**src/fdsc_map.svh**
```systemverilog
// Purpose: register offsets, field positions and constants for fdsc
// Assumes: 16-bit registers reached by 8-bit index
// Notes: definitions only
`ifndef FDSC_MAP_SVH
`define FDSC_MAP_SVH
`define FDSC_REG_DIV0_INT 8'h00
`define FDSC_REG_DIV0_NUMH 8'h01
`define FDSC_REG_DIV0_NUML 8'h02
`define FDSC_REG_DIV1_INT 8'h03
`define FDSC_REG_SPREAD_CTL 8'h04
`define FDSC_REG_STEP_SIZE 8'h05
`define FDSC_REG_DIV1_NUMH 8'h06
`define FDSC_REG_DIV1_NUML 8'h08
`define FDSC_REG_PRESET_SEL 8'h09
`define FDSC_REG_POWER_CTL 8'h0A
`define FDSC_REG_RES_OFFSET 8'hEE
`define FDSC_INT0_LSB 3
`define FDSC_INT0_MSB 9
`define FDSC_INT1_LSB 9
`define FDSC_INT1_MSB 15
`define FDSC_N0H_LSB 8
`define FDSC_N0H_MSB 15
`define FDSC_N1H_LSB 5
`define FDSC_N1H_MSB 12
`define FDSC_CH0_SEL_BIT 4
`define FDSC_SPREAD_EN_BIT 0
`define FDSC_SPREAD_TYPE_BIT 1
`define FDSC_STEPS_LSB 2
`define FDSC_STEPS_MSB 14
`define FDSC_DEPTH_LSB 9
`define FDSC_DEPTH_MSB 11
`define FDSC_PDN_BIT 1
`define FDSC_AUTOLOAD_DIS_BIT 2
`define FDSC_INT_MIN 7'h06
`define FDSC_INT_MAX 7'h18
`define FDSC_DIG_EXTRA 8'h02
`define FDSC_REG_W 16
`endif

```
**src/fdsc_pkg.sv**
```systemverilog
// Purpose: shared types for fdsc
// Assumes: nothing
// Notes: offsets live in fdsc_map.svh
package fdsc_pkg;
	typedef logic [15:0] fdsc_word_t;
	typedef logic [23:0] fdsc_num_t;
	typedef logic [6:0] fdsc_int_t;
	typedef enum logic [2:0] {
		FDSC_SPREAD_CUSTOM = 3'h0,
		FDSC_SPREAD_D010 = 3'h1,
		FDSC_SPREAD_D025 = 3'h2,
		FDSC_SPREAD_D030 = 3'h3,
		FDSC_SPREAD_D050 = 3'h4
	} fdsc_depth_e;
	typedef enum logic [2:0] {
		FDSC_MOD_OFF = 3'h1,
		FDSC_MOD_UP = 3'h2,
		FDSC_MOD_DOWN = 3'h4
	} fdsc_mod_e;
endpackage

```
**src/fdsc_frac_div.sv**
```systemverilog
// Purpose: one fractional divider, accumulator picks N or N+1
// Assumes: input clock stands for the resonator-rate tick
// Notes: pulse_o marks each divided period
`timescale 1ns/1ps
`include "fdsc_map.svh"
module fdsc_frac_div (
	// clock and reset
	input wire logic clk,
	input wire logic reset_n,
	// control
	input wire logic enable,
	input wire fdsc_pkg::fdsc_int_t div_int,
	input wire fdsc_pkg::fdsc_num_t div_num,
	// output
	output logic pulse_o
);
	import fdsc_pkg::*;
	typedef struct packed {
		logic [24:0] acc;
		logic [7:0] cnt;
		logic pulse;
	} fdsc_fd_s;
	fdsc_fd_s st_r, st_nxt;
	logic [24:0] sum;
	always_comb begin
		st_nxt = st_r;
		sum = {1'b0, st_r.acc[23:0]} + {1'b0, div_num};
		st_nxt.pulse = 1'b0;
		if (!enable) begin
			st_nxt.cnt = 8'h00;
			st_nxt.acc = 25'h0000000;
		end else if (st_r.cnt == 8'h00) begin
			// carry stretches this period by one tick
			st_nxt.pulse = 1'b1;
			st_nxt.acc = sum;
			st_nxt.cnt = {1'b0, div_int} - 8'h01 + {7'h00, sum[24]};
		end else begin
			st_nxt.cnt = st_r.cnt - 8'h01;
		end
	end
	always_ff @(posedge clk) begin
		if (!reset_n) st_r <= '0;
		else st_r <= st_nxt;
	end
	assign pulse_o = st_r.pulse;
endmodule

```
**src/fdsc_ctrl.sv**
```systemverilog
// Purpose: registers and control of two fractional dividers with spread
// Assumes: host writes 16-bit registers by index; pins already synced
// Notes: resonator offset comes in from trim storage
//
// What this block does
// - divider 1 is off while no channel selects it
// - only divider 0 is modulated; divider 1 stays plain
// - integer field is 7 bits; host uses 6 to 24
// - numerators are 24 bits; divider 0 split high byte, low word
// - integer and numerator fields sit at fixed register bits
// - channel divider only 2, 4, 6, 8, 10, 20 or 40
// - signed 16-bit resonator offset readable at index 238
// - state clock fed from divider chosen by channel 0 select
// - state clock divides by field plus two
// - spread enable modulates divider 0 outputs, else none
// - type bit: 0 down-spread, 1 center-spread at custom depth only
// - depth select: 0 custom, 1..4 presets, rest reserved
// - custom mode uses step count and step increment
// - power-down bit enters and leaves low power
`timescale 1ns/1ps
`include "fdsc_map.svh"
module fdsc_ctrl #(
	parameter int PRESET_STEPS = 1587,
	parameter logic [15:0] PRESET_INC_D010 = 16'h0010,
	parameter logic [15:0] PRESET_INC_D025 = 16'h0028,
	parameter logic [15:0] PRESET_INC_D030 = 16'h0030,
	parameter logic [15:0] PRESET_INC_D050 = 16'h0050
) (
	// clock and reset
	input wire logic clk,
	input wire logic reset_n,
	// register port
	input wire logic reg_wr,
	input wire logic reg_rd,
	input wire logic [7:0] reg_idx,
	input wire fdsc_pkg::fdsc_word_t reg_wdata,
	output fdsc_pkg::fdsc_word_t reg_rdata,
	// trim and channel routing
	input wire fdsc_pkg::fdsc_word_t resonator_freq_offset,
	input wire logic [2:0] channel_source_select,
	input wire logic [2:0] channel_divide_code,
	// divider outputs
	output logic frac_divider_0_tick,
	output logic frac_divider_1_tick,
	output logic frac_divider_1_enable,
	output logic state_clock_tick,
	output logic [5:0] channel_divide_value,
	output logic power_down_active,
	output logic spread_active,
	output logic depth_reserved
);
	import fdsc_pkg::*;
	// step counter is 13 bits wide, so longer preset ramps cannot run
	if (PRESET_STEPS < 1 || PRESET_STEPS > 8191) begin : g_bad_steps
		$error("PRESET_STEPS out of range");
	end
	localparam logic [12:0] PSTEPS = 13'(PRESET_STEPS);

	// ------------------------------------------------------------
	// state
	// ------------------------------------------------------------
	typedef struct packed {
		fdsc_word_t r0, r1, r2, r3, r4, r5, r6, r8, r9, r10;
		fdsc_word_t rdata;
		fdsc_num_t mod_off;
		logic [12:0] step;
		fdsc_mod_e mode;
		logic [7:0] dig_cnt;
		logic dig_tick;
		logic [5:0] chdiv;
	} fdsc_st_s;
	fdsc_st_s st_r, st_nxt;

	fdsc_int_t int0, int1, dig_field;
	fdsc_num_t num0, num1, num0_eff, inc_eff;
	logic [12:0] steps_eff;
	logic en0, en1, tick0, tick1, src_tick;
	logic sp_en, sp_center;
	logic [2:0] depth;

	// ------------------------------------------------------------
	// field extraction
	// ------------------------------------------------------------
	always_comb begin
		int0 = st_r.r0[`FDSC_INT0_MSB:`FDSC_INT0_LSB];
		dig_field = st_r.r0[`FDSC_INT0_MSB:`FDSC_INT0_LSB];
		int1 = st_r.r3[`FDSC_INT1_MSB:`FDSC_INT1_LSB];
		num0 = {st_r.r1[`FDSC_N0H_MSB:`FDSC_N0H_LSB], st_r.r2};
		num1 = {st_r.r6[`FDSC_N1H_MSB:`FDSC_N1H_LSB], st_r.r8};
		sp_en = st_r.r4[`FDSC_SPREAD_EN_BIT];
		sp_center = st_r.r4[`FDSC_SPREAD_TYPE_BIT];
		depth = st_r.r9[`FDSC_DEPTH_MSB:`FDSC_DEPTH_LSB];
		depth_reserved = depth > 3'(FDSC_SPREAD_D050);
		// presets are down-spread only
		steps_eff = st_r.r4[`FDSC_STEPS_MSB:`FDSC_STEPS_LSB];
		inc_eff = {8'h00, st_r.r5};
		case (depth)
		3'(FDSC_SPREAD_D010): begin
			steps_eff = PSTEPS;
			inc_eff = {8'h00, PRESET_INC_D010};
		end
		3'(FDSC_SPREAD_D025): begin
			steps_eff = PSTEPS;
			inc_eff = {8'h00, PRESET_INC_D025};
		end
		3'(FDSC_SPREAD_D030): begin
			steps_eff = PSTEPS;
			inc_eff = {8'h00, PRESET_INC_D030};
		end
		3'(FDSC_SPREAD_D050): begin
			steps_eff = PSTEPS;
			inc_eff = {8'h00, PRESET_INC_D050};
		end
		default: begin
		end
		endcase
		power_down_active = st_r.r10[`FDSC_PDN_BIT];
		en0 = !power_down_active;
		// divider 1 idles unless some channel routes from it
		en1 = en0 && (channel_source_select != 3'h0);
		// modulation only ever touches divider 0
		num0_eff = num0 + st_r.mod_off;
	end

	// ------------------------------------------------------------
	// dividers
	// ------------------------------------------------------------
	fdsc_frac_div u_div0 (
		.clk(clk),
		.reset_n(reset_n),
		.enable(en0),
		.div_int(int0),
		.div_num(num0_eff),
		.pulse_o(tick0)
	);
	fdsc_frac_div u_div1 (
		.clk(clk),
		.reset_n(reset_n),
		.enable(en1),
		.div_int(int1),
		.div_num(num1),
		.pulse_o(tick1)
	);
	assign src_tick = st_r.r3[`FDSC_CH0_SEL_BIT] ? tick1 : tick0;

	// ------------------------------------------------------------
	// next state
	// ------------------------------------------------------------
	always_comb begin
		st_nxt = st_r;
		// register writes
		if (reg_wr) begin
			if (reg_idx == `FDSC_REG_DIV0_INT) st_nxt.r0 = reg_wdata;
			else if (reg_idx == `FDSC_REG_DIV0_NUMH) st_nxt.r1 = reg_wdata;
			else if (reg_idx == `FDSC_REG_DIV0_NUML) st_nxt.r2 = reg_wdata;
			else if (reg_idx == `FDSC_REG_DIV1_INT) st_nxt.r3 = reg_wdata;
			else if (reg_idx == `FDSC_REG_SPREAD_CTL) st_nxt.r4 = reg_wdata;
			else if (reg_idx == `FDSC_REG_STEP_SIZE) st_nxt.r5 = reg_wdata;
			else if (reg_idx == `FDSC_REG_DIV1_NUMH) st_nxt.r6 = reg_wdata;
			else if (reg_idx == `FDSC_REG_DIV1_NUML) st_nxt.r8 = reg_wdata;
			else if (reg_idx == `FDSC_REG_PRESET_SEL) st_nxt.r9 = reg_wdata;
			else if (reg_idx == `FDSC_REG_POWER_CTL) st_nxt.r10 = reg_wdata;
		end
		// register reads, unmapped reads return zero
		if (reg_rd) begin
			if (reg_idx == `FDSC_REG_DIV0_INT) st_nxt.rdata = st_r.r0;
			else if (reg_idx == `FDSC_REG_DIV0_NUMH) st_nxt.rdata = st_r.r1;
			else if (reg_idx == `FDSC_REG_DIV0_NUML) st_nxt.rdata = st_r.r2;
			else if (reg_idx == `FDSC_REG_DIV1_INT) st_nxt.rdata = st_r.r3;
			else if (reg_idx == `FDSC_REG_SPREAD_CTL) st_nxt.rdata = st_r.r4;
			else if (reg_idx == `FDSC_REG_STEP_SIZE) st_nxt.rdata = st_r.r5;
			else if (reg_idx == `FDSC_REG_DIV1_NUMH) st_nxt.rdata = st_r.r6;
			else if (reg_idx == `FDSC_REG_DIV1_NUML) st_nxt.rdata = st_r.r8;
			else if (reg_idx == `FDSC_REG_PRESET_SEL) st_nxt.rdata = st_r.r9;
			else if (reg_idx == `FDSC_REG_POWER_CTL) st_nxt.rdata = st_r.r10;
			else if (reg_idx == `FDSC_REG_RES_OFFSET)
				st_nxt.rdata = resonator_freq_offset;
			else st_nxt.rdata = 16'h0000;
		end

		// spread modulator: one step per divider 0 period
		if (!sp_en || power_down_active || depth_reserved) begin
			st_nxt.mode = FDSC_MOD_OFF;
			st_nxt.mod_off = 24'h000000;
			st_nxt.step = 13'h0000;
		end else if (tick0) begin
			case (st_r.mode)
			FDSC_MOD_OFF: begin
				// center-spread starts at the middle, down at nominal
				st_nxt.mode = FDSC_MOD_UP;
				st_nxt.step = 13'h0000;
				if (sp_center && depth == 3'(FDSC_SPREAD_CUSTOM))
					st_nxt.mod_off = 24'(inc_eff * {11'h000, steps_eff});
				else st_nxt.mod_off = 24'h000000;
			end
			FDSC_MOD_UP: begin
				// raising the numerator lowers frequency
				st_nxt.mod_off = st_r.mod_off + inc_eff;
				st_nxt.step = st_r.step + 13'h0001;
				if (st_r.step + 13'h0001 >= steps_eff) begin
					st_nxt.mode = FDSC_MOD_DOWN;
					st_nxt.step = 13'h0000;
				end
			end
			FDSC_MOD_DOWN: begin
				st_nxt.mod_off = st_r.mod_off - inc_eff;
				st_nxt.step = st_r.step + 13'h0001;
				if (st_r.step + 13'h0001 >= steps_eff) begin
					st_nxt.mode = FDSC_MOD_UP;
					st_nxt.step = 13'h0000;
				end
			end
			default: st_nxt.mode = FDSC_MOD_OFF;
			endcase
		end

		// state machine clock divider
		st_nxt.dig_tick = 1'b0;
		if (src_tick) begin
			if (st_r.dig_cnt == 8'h00) begin
				st_nxt.dig_tick = 1'b1;
				st_nxt.dig_cnt = 8'({1'b0, dig_field} + `FDSC_DIG_EXTRA
					- 8'h01);
			end else st_nxt.dig_cnt = st_r.dig_cnt - 8'h01;
		end

		// channel divider decode, unlisted codes hold at 2
		case (channel_divide_code)
		3'h0: st_nxt.chdiv = 6'h02;
		3'h1: st_nxt.chdiv = 6'h04;
		3'h2: st_nxt.chdiv = 6'h06;
		3'h3: st_nxt.chdiv = 6'h08;
		3'h4: st_nxt.chdiv = 6'h0A;
		3'h5: st_nxt.chdiv = 6'h14;
		3'h6: st_nxt.chdiv = 6'h28;
		default: st_nxt.chdiv = 6'h02;
		endcase
	end

	// ------------------------------------------------------------
	// registers
	// ------------------------------------------------------------
	always_ff @(posedge clk) begin
		if (!reset_n) begin
			st_r <= '0;
			st_r.mode <= FDSC_MOD_OFF;
			st_r.chdiv <= 6'h02;
		end else begin
			st_r <= st_nxt;
		end
	end

	assign reg_rdata = st_r.rdata;
	assign frac_divider_0_tick = tick0;
	assign frac_divider_1_tick = tick1;
	assign frac_divider_1_enable = en1;
	assign state_clock_tick = st_r.dig_tick;
	assign channel_divide_value = st_r.chdiv;
	assign spread_active = st_r.mode != FDSC_MOD_OFF;
endmodule

```
**config.mk**
```make
export PLATFORM = sky130hd
export DESIGN_NAME = fdsc_ctrl
export DESIGN_NICKNAME = d
export VERILOG_FILES = /design/src/fdsc_pkg.sv /design/src/fdsc_frac_div.sv /design/src/fdsc_ctrl.sv
export VERILOG_INCLUDE_DIRS = /design/src
export SDC_FILE = /design/constraint.sdc
export NUM_CORES = 1
export LEC_CHECK = 0
export BUFFER_PORTS_ARGS = -buffer_cell sky130_fd_sc_hd__buf_4
export CAP_MARGIN = 30
export CORE_ASPECT_RATIO = 1.75
export CORE_MARGIN = 2
export CORE_UTILIZATION = 55
export CTS_CLUSTER_SIZE = 28
export DETAILED_ROUTE_END_ITERATION = 8
export PLACE_DENSITY = 0.75
export SLEW_MARGIN = 20
export SYNTH_ARGS = -nofsm -noshare
export SYNTH_HDL_FRONTEND = slang
export SYNTH_SLANG_ARGS = --single-unit
```
**constraint.sdc**
```tcl
create_clock -name clk -period 14.7 [get_ports clk]
set_input_delay 0.735 -clock clk [delete_from_list [all_inputs] [get_ports clk]]
set_output_delay 0.735 -clock clk [all_outputs]
set_load 0.03 [all_outputs]
```
==> out/metrics.cfg, run 1 <==
[run_status]
status = completed

[synth]
netlist_instances = 3112
synth_cell_type_count = 78
synthArstFlopShare_pct = 0
ys_seq_area_share_pct = 24.2
synth-edff-count = 0
synth.net_count = 3483
synth_area_per_cell_sq_um = 7.87
yosysWarnings = 0
ys_ff_latch = 296
synth-main-ff-cell = dfxtp_1
syn-cell-area_sq_um = 24500

[setup_path]
cp-end-kind = flip-flop
path_cells = nor3_1 > or2_2 > buf_12 > buf_4 > and2_1 > nand2_1 > fa_1 > fa_1 > fa_1 > inv_1 > fa_1 > inv_1 > fa_1 > inv_1 > ha_1 > a21oi_1 > o21ai_0 > a21oi_1 > a21oi_1 > nor2b_1 > a211o_1 > a211oi_1 > o221ai_1 > a31oi_1
arrival_ns = 8.09
startpoint_type = flip-flop
r2r_slack_ns = 7.13
worstSetupPathType = flip-flop to flip-flop
cp_slowest_cell = fa_1
worstPathMaxFanout = 62
cpPeakStageDelay_ns = 0.57
timing.rr.start = depth[2]$_SDFFE_PN0P_
startpoint = depth[2]$_SDFFE_PN0P_
cp.required_ns = 15.22
crit_top_cell = fa_1

[clock_tree]
cts_buffers = 30
clock_path_buffers = 3
post-cts-setup-buffer-count = 0
cts_hold_buf = 0
htreeDepth = 1
clk_pin_slew_ns = 0.06
tritoncts = yes
post_cts_resized = 0
clock_latency_ns = 0.61
root_buffer = clkbuf_16
cts.sink_count = 296

[finish]
antenna-diode-count = 0
stdcell_count = 3653
mostFrequentLayoutCells = 574 x nand2_1, 296 x dfxtp_1, 243 x inv_1
fillCellCount = 4079
drive_gt1_share_pct = 6.52
finalNetCount = 3430
final_common_cell = nand2_1
areaGrowthSynthToFinish_pct = 7.49

[placed_design]
place.gp.congestion = 1.05
place_inst = 3594
port_buffers = 77
place.detailed.hpwl_mm = 59.6

[drt]
antenna_left = 0
drcViolationCount = 0
dr.pass1.iters = 6
wire_per_inst_um = 22.1
via_per_inst = 6.27
wl_mm = 80.7
vias = 22900
drtIter0Drc = 1867

[die]
num_rows = 102
coreArea_sq_um = 44200
start_util_pct = 55.5
pin_count = 79
dieArea_sq_um = 46300
fp.dieH_um = 283
die-width_um = 164

[global_routing]
grt-ovfl-total = 0
grt_first_pass_wirelength_mm = 126
grt_usage_pct = 35.0
grt_max_degree = 108
grt_pass1_vias = 23300
antenna_found_initial = 1

[worst_hold_path]
hold_path_class = input pin to flip-flop
min_from = channel_divide_code[0]

[timing]
worstMarginPinSlew_ns = 1.15
report.final.slew_viol_count = 0
rsz0062_at_grt = false
fmax_mhz = 132
fin_worst_skew_ns = 0.0229
hold_viol = 0
min_period_over_period_pct = 51.5
relSlewSlack_pct = 23.2
post-route-min-period_ns = 7.57
tns_ns = 0
setup_violations = 0

[power_and_ir_drop]
power.density_nw_per_um2 = 77.2
p_leak_uw = 0.0115
ir_drop_uv = 96.3

[run]
maxCapViolCount = 0

path summary, 6_finish.rpt:
kind         depth (start not counted)                                  to
max                                 24               st_r[53]$_SDFFE_PP0P_
min                                  2  channel_divide_value[5]$_SDFF_PN0_
max reg2reg                         24               st_r[53]$_SDFFE_PP0P_
min reg2reg                          2        u_div1.st_r[28]$_SDFFE_PN0P_
where the power goes:
part           leakage (uW)  total (uW)  switching [uW]  internal (uW)
sequential          0.00239         862            27.8            834
combinational       0.00861         367             238            129
clock              0.000491         804             354            450
total                0.0115        2030             620           1410
registers in the layout (all words and copies together), names as in the netlist:
| name | count |
|---|---|
| sp_en | 1 |
| power_down_active | 1 |
| u_div1.pulse_o | 1 |
| u_div0.pulse_o | 1 |
| dig_field | 7 |
| int1 | 7 |
| u_div1.st_r | 32 |
| sp_center | 1 |
| state_clock_tick | 1 |
| num0 | 24 |
| channel_divide_value | 5 |
| reg_rdata | 16 |
| st_r | 140 |
| num1 | 24 |
| u_div0.st_r | 32 |
| depth | 3 |
critical path, delay by kind of cell, from the launching register on:
kind | cells | cell delay, ns
and+or+nand+nor | 5 | 1.38
DFF | 1 | 0.43
buffers and inverters | 5 | 0.86
AOI/OAI and AO/OA | 8 | 1.85
adders and majority gates | 6 | 2.94
kinds of logic (layout without fill, tap and decap cells):
kind of cell | Yosys count | in the layout | synth area share, %
compound gates | 757 | 757 | 20.9
xor+xnor | 143 | 143 | 5.17
fa+ha+maj | 323 | 323 | 21.1
buf+inv | 449 | 418 | 7.28
flops | 296 | 296 | 24.2
mux | 13 | 13 | 0.541
other cells | 1 | 1 | 0.0153
simple gates | 1130 | 1130 | 20.8
area by class of cell:
class	count	area (sq um)	share of cell area [%]
Timing Repair Buffer	117	911	3.46
Clock buffer	39	825	3.13
Clock inverter	15	190	0.722
Multi-Input combinational cell	2367	16800	63.9
Inverter	247	927	3.52
Sequential cell	296	5930	22.5
Tap cell	572	716	2.72
metal layers:
layer / GRT usage (%) / share of wire [%] / vias up
met1: 35.8 / 34 / 11000
met4: 32.8 / 11 / 0
met5: 0 / 0 / -
li1: - / - / 10500
met3: 6.19 / 6.8 / 430
met2: 59.4 / 48 / 967
synthesized netlist by cell type (12+ instances only):
cell	count	area (sq um)
a21boi_0	167	1250
xor2_1	55	482
dfxtp_1	296	5930
a21o_1	38	285
a221oi_1	25	219
a22oi_1	13	97.6
a211oi_1	29	218
fa_1	150	3000
o31ai_1	16	120
xnor2_1	87	762
o21bai_1	12	90.1
o21a_1	33	248
nor2_1	176	661
nor3_1	59	295
and3_1	106	663
nand2b_1	28	175
a31oi_1	22	138
nand2_1	574	2150
a21oi_1	148	741
clkbuf_1	171	642
nand3_1	60	300
ha_1	171	2140
nor4_1	14	87.6
a222oi_1	12	120
buf_4	22	165
or3_1	14	87.6
inv_1	243	912
and2_1	22	138
nor2b_1	25	156
o21ai_0	132	661
metrics by stage:
step	cell area [sq um]	worst slack, ns	util [%]	total power [uW]	hold slack [ns]
floorplan	24500	8.28	-	1130	0.434
global placement	25200	7.20	57.1	1220	0.441
detailed placement	25300	6.87	57.2	1240	0.450
CTS	26300	6.83	59.5	2030	0.312
global route	26300	6.67	59.6	2110	0.329
finish	26300	7.13	59.6	2030	0.333
(Power assumes the default switching activity.)
==> run 2: changes to the inputs <==
==> constraint.sdc (replaced) <==
create_clock -name clk -period 7.8 [get_ports clk]
set_input_delay 0.39 -clock clk [delete_from_list [all_inputs] [get_ports clk]]
set_output_delay 0.39 -clock clk [all_outputs]
set_load 0.03 [all_outputs]
==> run 2 against run 1 <==
- first-iteration DRC count grew 1.5%
- largest power group unchanged
- critical path type unchanged
- critical path depth shrank 2
- highest routed layer unchanged
- setup slack lost 6.4 ns
- largest cell class unchanged
==> out/metrics.cfg, run 2 (same netlist as run 1, synthesis figures left out) <==
[run_status]
status = completed

[die]
dieArea_sq_um = 46300  ; unchanged
start_util_pct = 55.5  ; unchanged
fp.dieH_um = 283  ; unchanged
coreArea_sq_um = 44200  ; unchanged
num_rows = 102  ; unchanged
die-width_um = 164  ; unchanged
pin_count = 79  ; unchanged

[timing]
fmax_mhz = 142  ; +7.2%
min_period_over_period_pct = 90.5  ; +39 points
tns_ns = 0  ; unchanged
fin_worst_skew_ns = 0.0476  ; +0.0248 ns
report.final.slew_viol_count = 0  ; unchanged
rsz0062_at_grt = false
relSlewSlack_pct = 22.0  ; -1.2 points
post-route-min-period_ns = 7.06  ; -0.507 ns
setup_violations = 0  ; unchanged
hold_viol = 0  ; unchanged
worstMarginPinSlew_ns = 1.17  ; +0.0173 ns

[clock_tree]
clock_path_buffers = 3  ; unchanged
clock_latency_ns = 0.63  ; +0.02 ns
clk_pin_slew_ns = 0.07  ; about the same
htreeDepth = 1  ; unchanged
tritoncts = yes
cts.sink_count = 296  ; unchanged
cts_buffers = 30  ; unchanged
root_buffer = clkbuf_16

[worst_hold_path]
hold_path_class = input pin to flip-flop

[finish]
areaGrowthSynthToFinish_pct = 8.01
largest_reg_flops = 140  ; unchanged
top_register = st_r
reg_top3 = st_r: 140 flops, u_div0.st_r: 32 flops, u_div1.st_r: 32 flops
drive_gt1_share_pct = 6.96  ; +0.43 points
antenna-diode-count = 0  ; unchanged
finalNetCount = 3441  ; +0.32%
fillCellCount = 4033  ; -1.1%
final_common_cell = nand2_1
mostFrequentLayoutCells = 574 x nand2_1, 296 x dfxtp_1, 243 x inv_1

[setup_path]
worstSetupPathDepth = 22  ; -8.3%
cp-end-kind = flip-flop
timing.rr.start = depth[2]$_SDFFE_PN0P_
endpoint = st_r[53]$_SDFFE_PP0P_
arrival_ns = 7.57  ; -0.52 ns
crit_top_cell = fa_1
startpoint = depth[2]$_SDFFE_PN0P_
cp_slowest_cell = fa_1
worstSetupPathType = flip-flop to flip-flop
path_cells = nor3_1 > or2_2 > and2_1 > nand2_1 > fa_1 > fa_1 > inv_1 > fa_1 > fa_1 > inv_1 > fa_1 > inv_1 > ha_1 > a21oi_1 > o21ai_0 > a21oi_1 > a21oi_1 > nor2b_1 > a211o_1 > a211oi_1 > o221ai_1 > a31oi_1
cpPeakStageDelay_ns = 0.56  ; about the same
r2r_slack_ns = 0.74  ; -6.39 ns
cp.required_ns = 8.31  ; -6.91 ns
reg2reg_depth = 22  ; -8.3%
startpoint_type = flip-flop
critical_path.top_delay_family = adder cells
worst-path-buf-inv = 3  ; -2
reg2reg_to = st_r[53]$_SDFFE_PP0P_
worstPathMaxFanout = 24  ; -61%

[global_routing]
antenna_found_initial = 0  ; -1
grt_pass1_vias = 23500  ; +1.2%
grt_first_pass_wirelength_mm = 128  ; +1.6%
grt-ovfl-total = 0  ; unchanged
grt_max_degree = 80  ; -26%
grt_usage_pct = 35.5  ; +0.51 points

[power_and_ir_drop]
power.density_nw_per_um2 = 148  ; +91%
p_leak_uw = 0.0116  ; +0.63%
power.total_uw = 3900  ; +92%
ir_drop_uv = 246  ; +160%

[drt]
dr.pass1.iters = 7  ; +1
wl_mm = 82.5  ; +2.2%
drcViolationCount = 0  ; unchanged
antenna_left = 0  ; unchanged
vias = 23200  ; +1.4%
drtIter0Drc = 1895  ; +1.5%
via_per_inst = 6.34  ; +1.1%
wire_per_inst_um = 22.5  ; +1.9%

[placed_design]
place.gp.congestion = 1.05  ; about the same
port_buffers = 77  ; unchanged
place.detailed.hpwl_mm = 61.3  ; +2.9%

[run]
maxCapViolCount = 0  ; unchanged

==> run 2: layer usage <==
layer  vias to the layer above  part of all wire [%]  wire, um  global-route usage (%)
met1                     11200                    34     27900                    37.0
met5                         -                     0         0                       0
met3                       478                   7.0      5800                    6.15
li1                      10500                     -         -                       -
met2                      1055                    47     38800                    59.3
met4                         0                    12      9960                    34.0
==> run 2: through the flow <==
stage          hold slack (ns)  util, %  cell area [sq um]  cells  worst slack, ns
6_report                0.0640     59.9              26500   3663            0.739
5_1_grt                 0.0731     59.9              26500   3663            0.367
4_1_cts                 0.0379     59.9              26400   3659            0.744
3_5_place_dp             0.449     57.4              25400   3605            0.871
3_3_place_gp             0.442     57.3              25300   3599             1.19
2_1_floorplan            0.434        -              24500   3112             1.38
==> run 2: layout make-up <==
type,instances,area [sq um],share of cell area [%]
Multi-Input combinational cell,2367,16800,63.6
Sequential cell,296,5930,22.4
Timing Repair Buffer,128,995,3.76
Inverter,247,927,3.50
Clock buffer,35,820,3.10
Tap cell,572,716,2.70
Clock inverter,18,240,0.908
==> run 2: how the worst min path moves through the flow <==
| stage | start | end | depth (start not counted) |
|---|---|---|---|
| 2_1_floorplan | u_div1.st_r[31]$_SDFFE_PN0P_ | u_div1.st_r[31]$_SDFFE_PN0P_ | 2 |
| 3_3_place_gp | u_div1.st_r[30]$_SDFFE_PN0P_ | u_div1.st_r[30]$_SDFFE_PN0P_ | 2 |
| 3_5_place_dp | u_div1.st_r[30]$_SDFFE_PN0P_ | u_div1.st_r[30]$_SDFFE_PN0P_ | 2 |
| 4_1_cts | channel_divide_code[2] | channel_divide_value[4]$_SDFF_PN0_ | 3 |
| 5_1_grt | channel_divide_code[2] | channel_divide_value[4]$_SDFF_PN0_ | 3 |
| 6_report | channel_divide_code[2] | channel_divide_value[4]$_SDFF_PN0_ | 3 |
==> run 2: timing repair <==
action	4_1_cts	5_1_grt
setup buffers	0	0
endpoints found under the hold margin	1	0
hold buffers	1	0
resized for setup	0	0
==> run 2: where the power goes <==
group	switching, uW	internal, uW
Combinational	452	245
Clock	695	889
Sequential	51.6	1570
Total	1200	2710
==> run 2: worst reg2reg max path: cells and delay by family, from the launching register on <==
kind,cells,cell delay (ns)
fa+ha+maj,6,2.97
compound gates,8,1.74
simple gates,5,1.64
flops,1,0.45
buf+inv,3,0.19
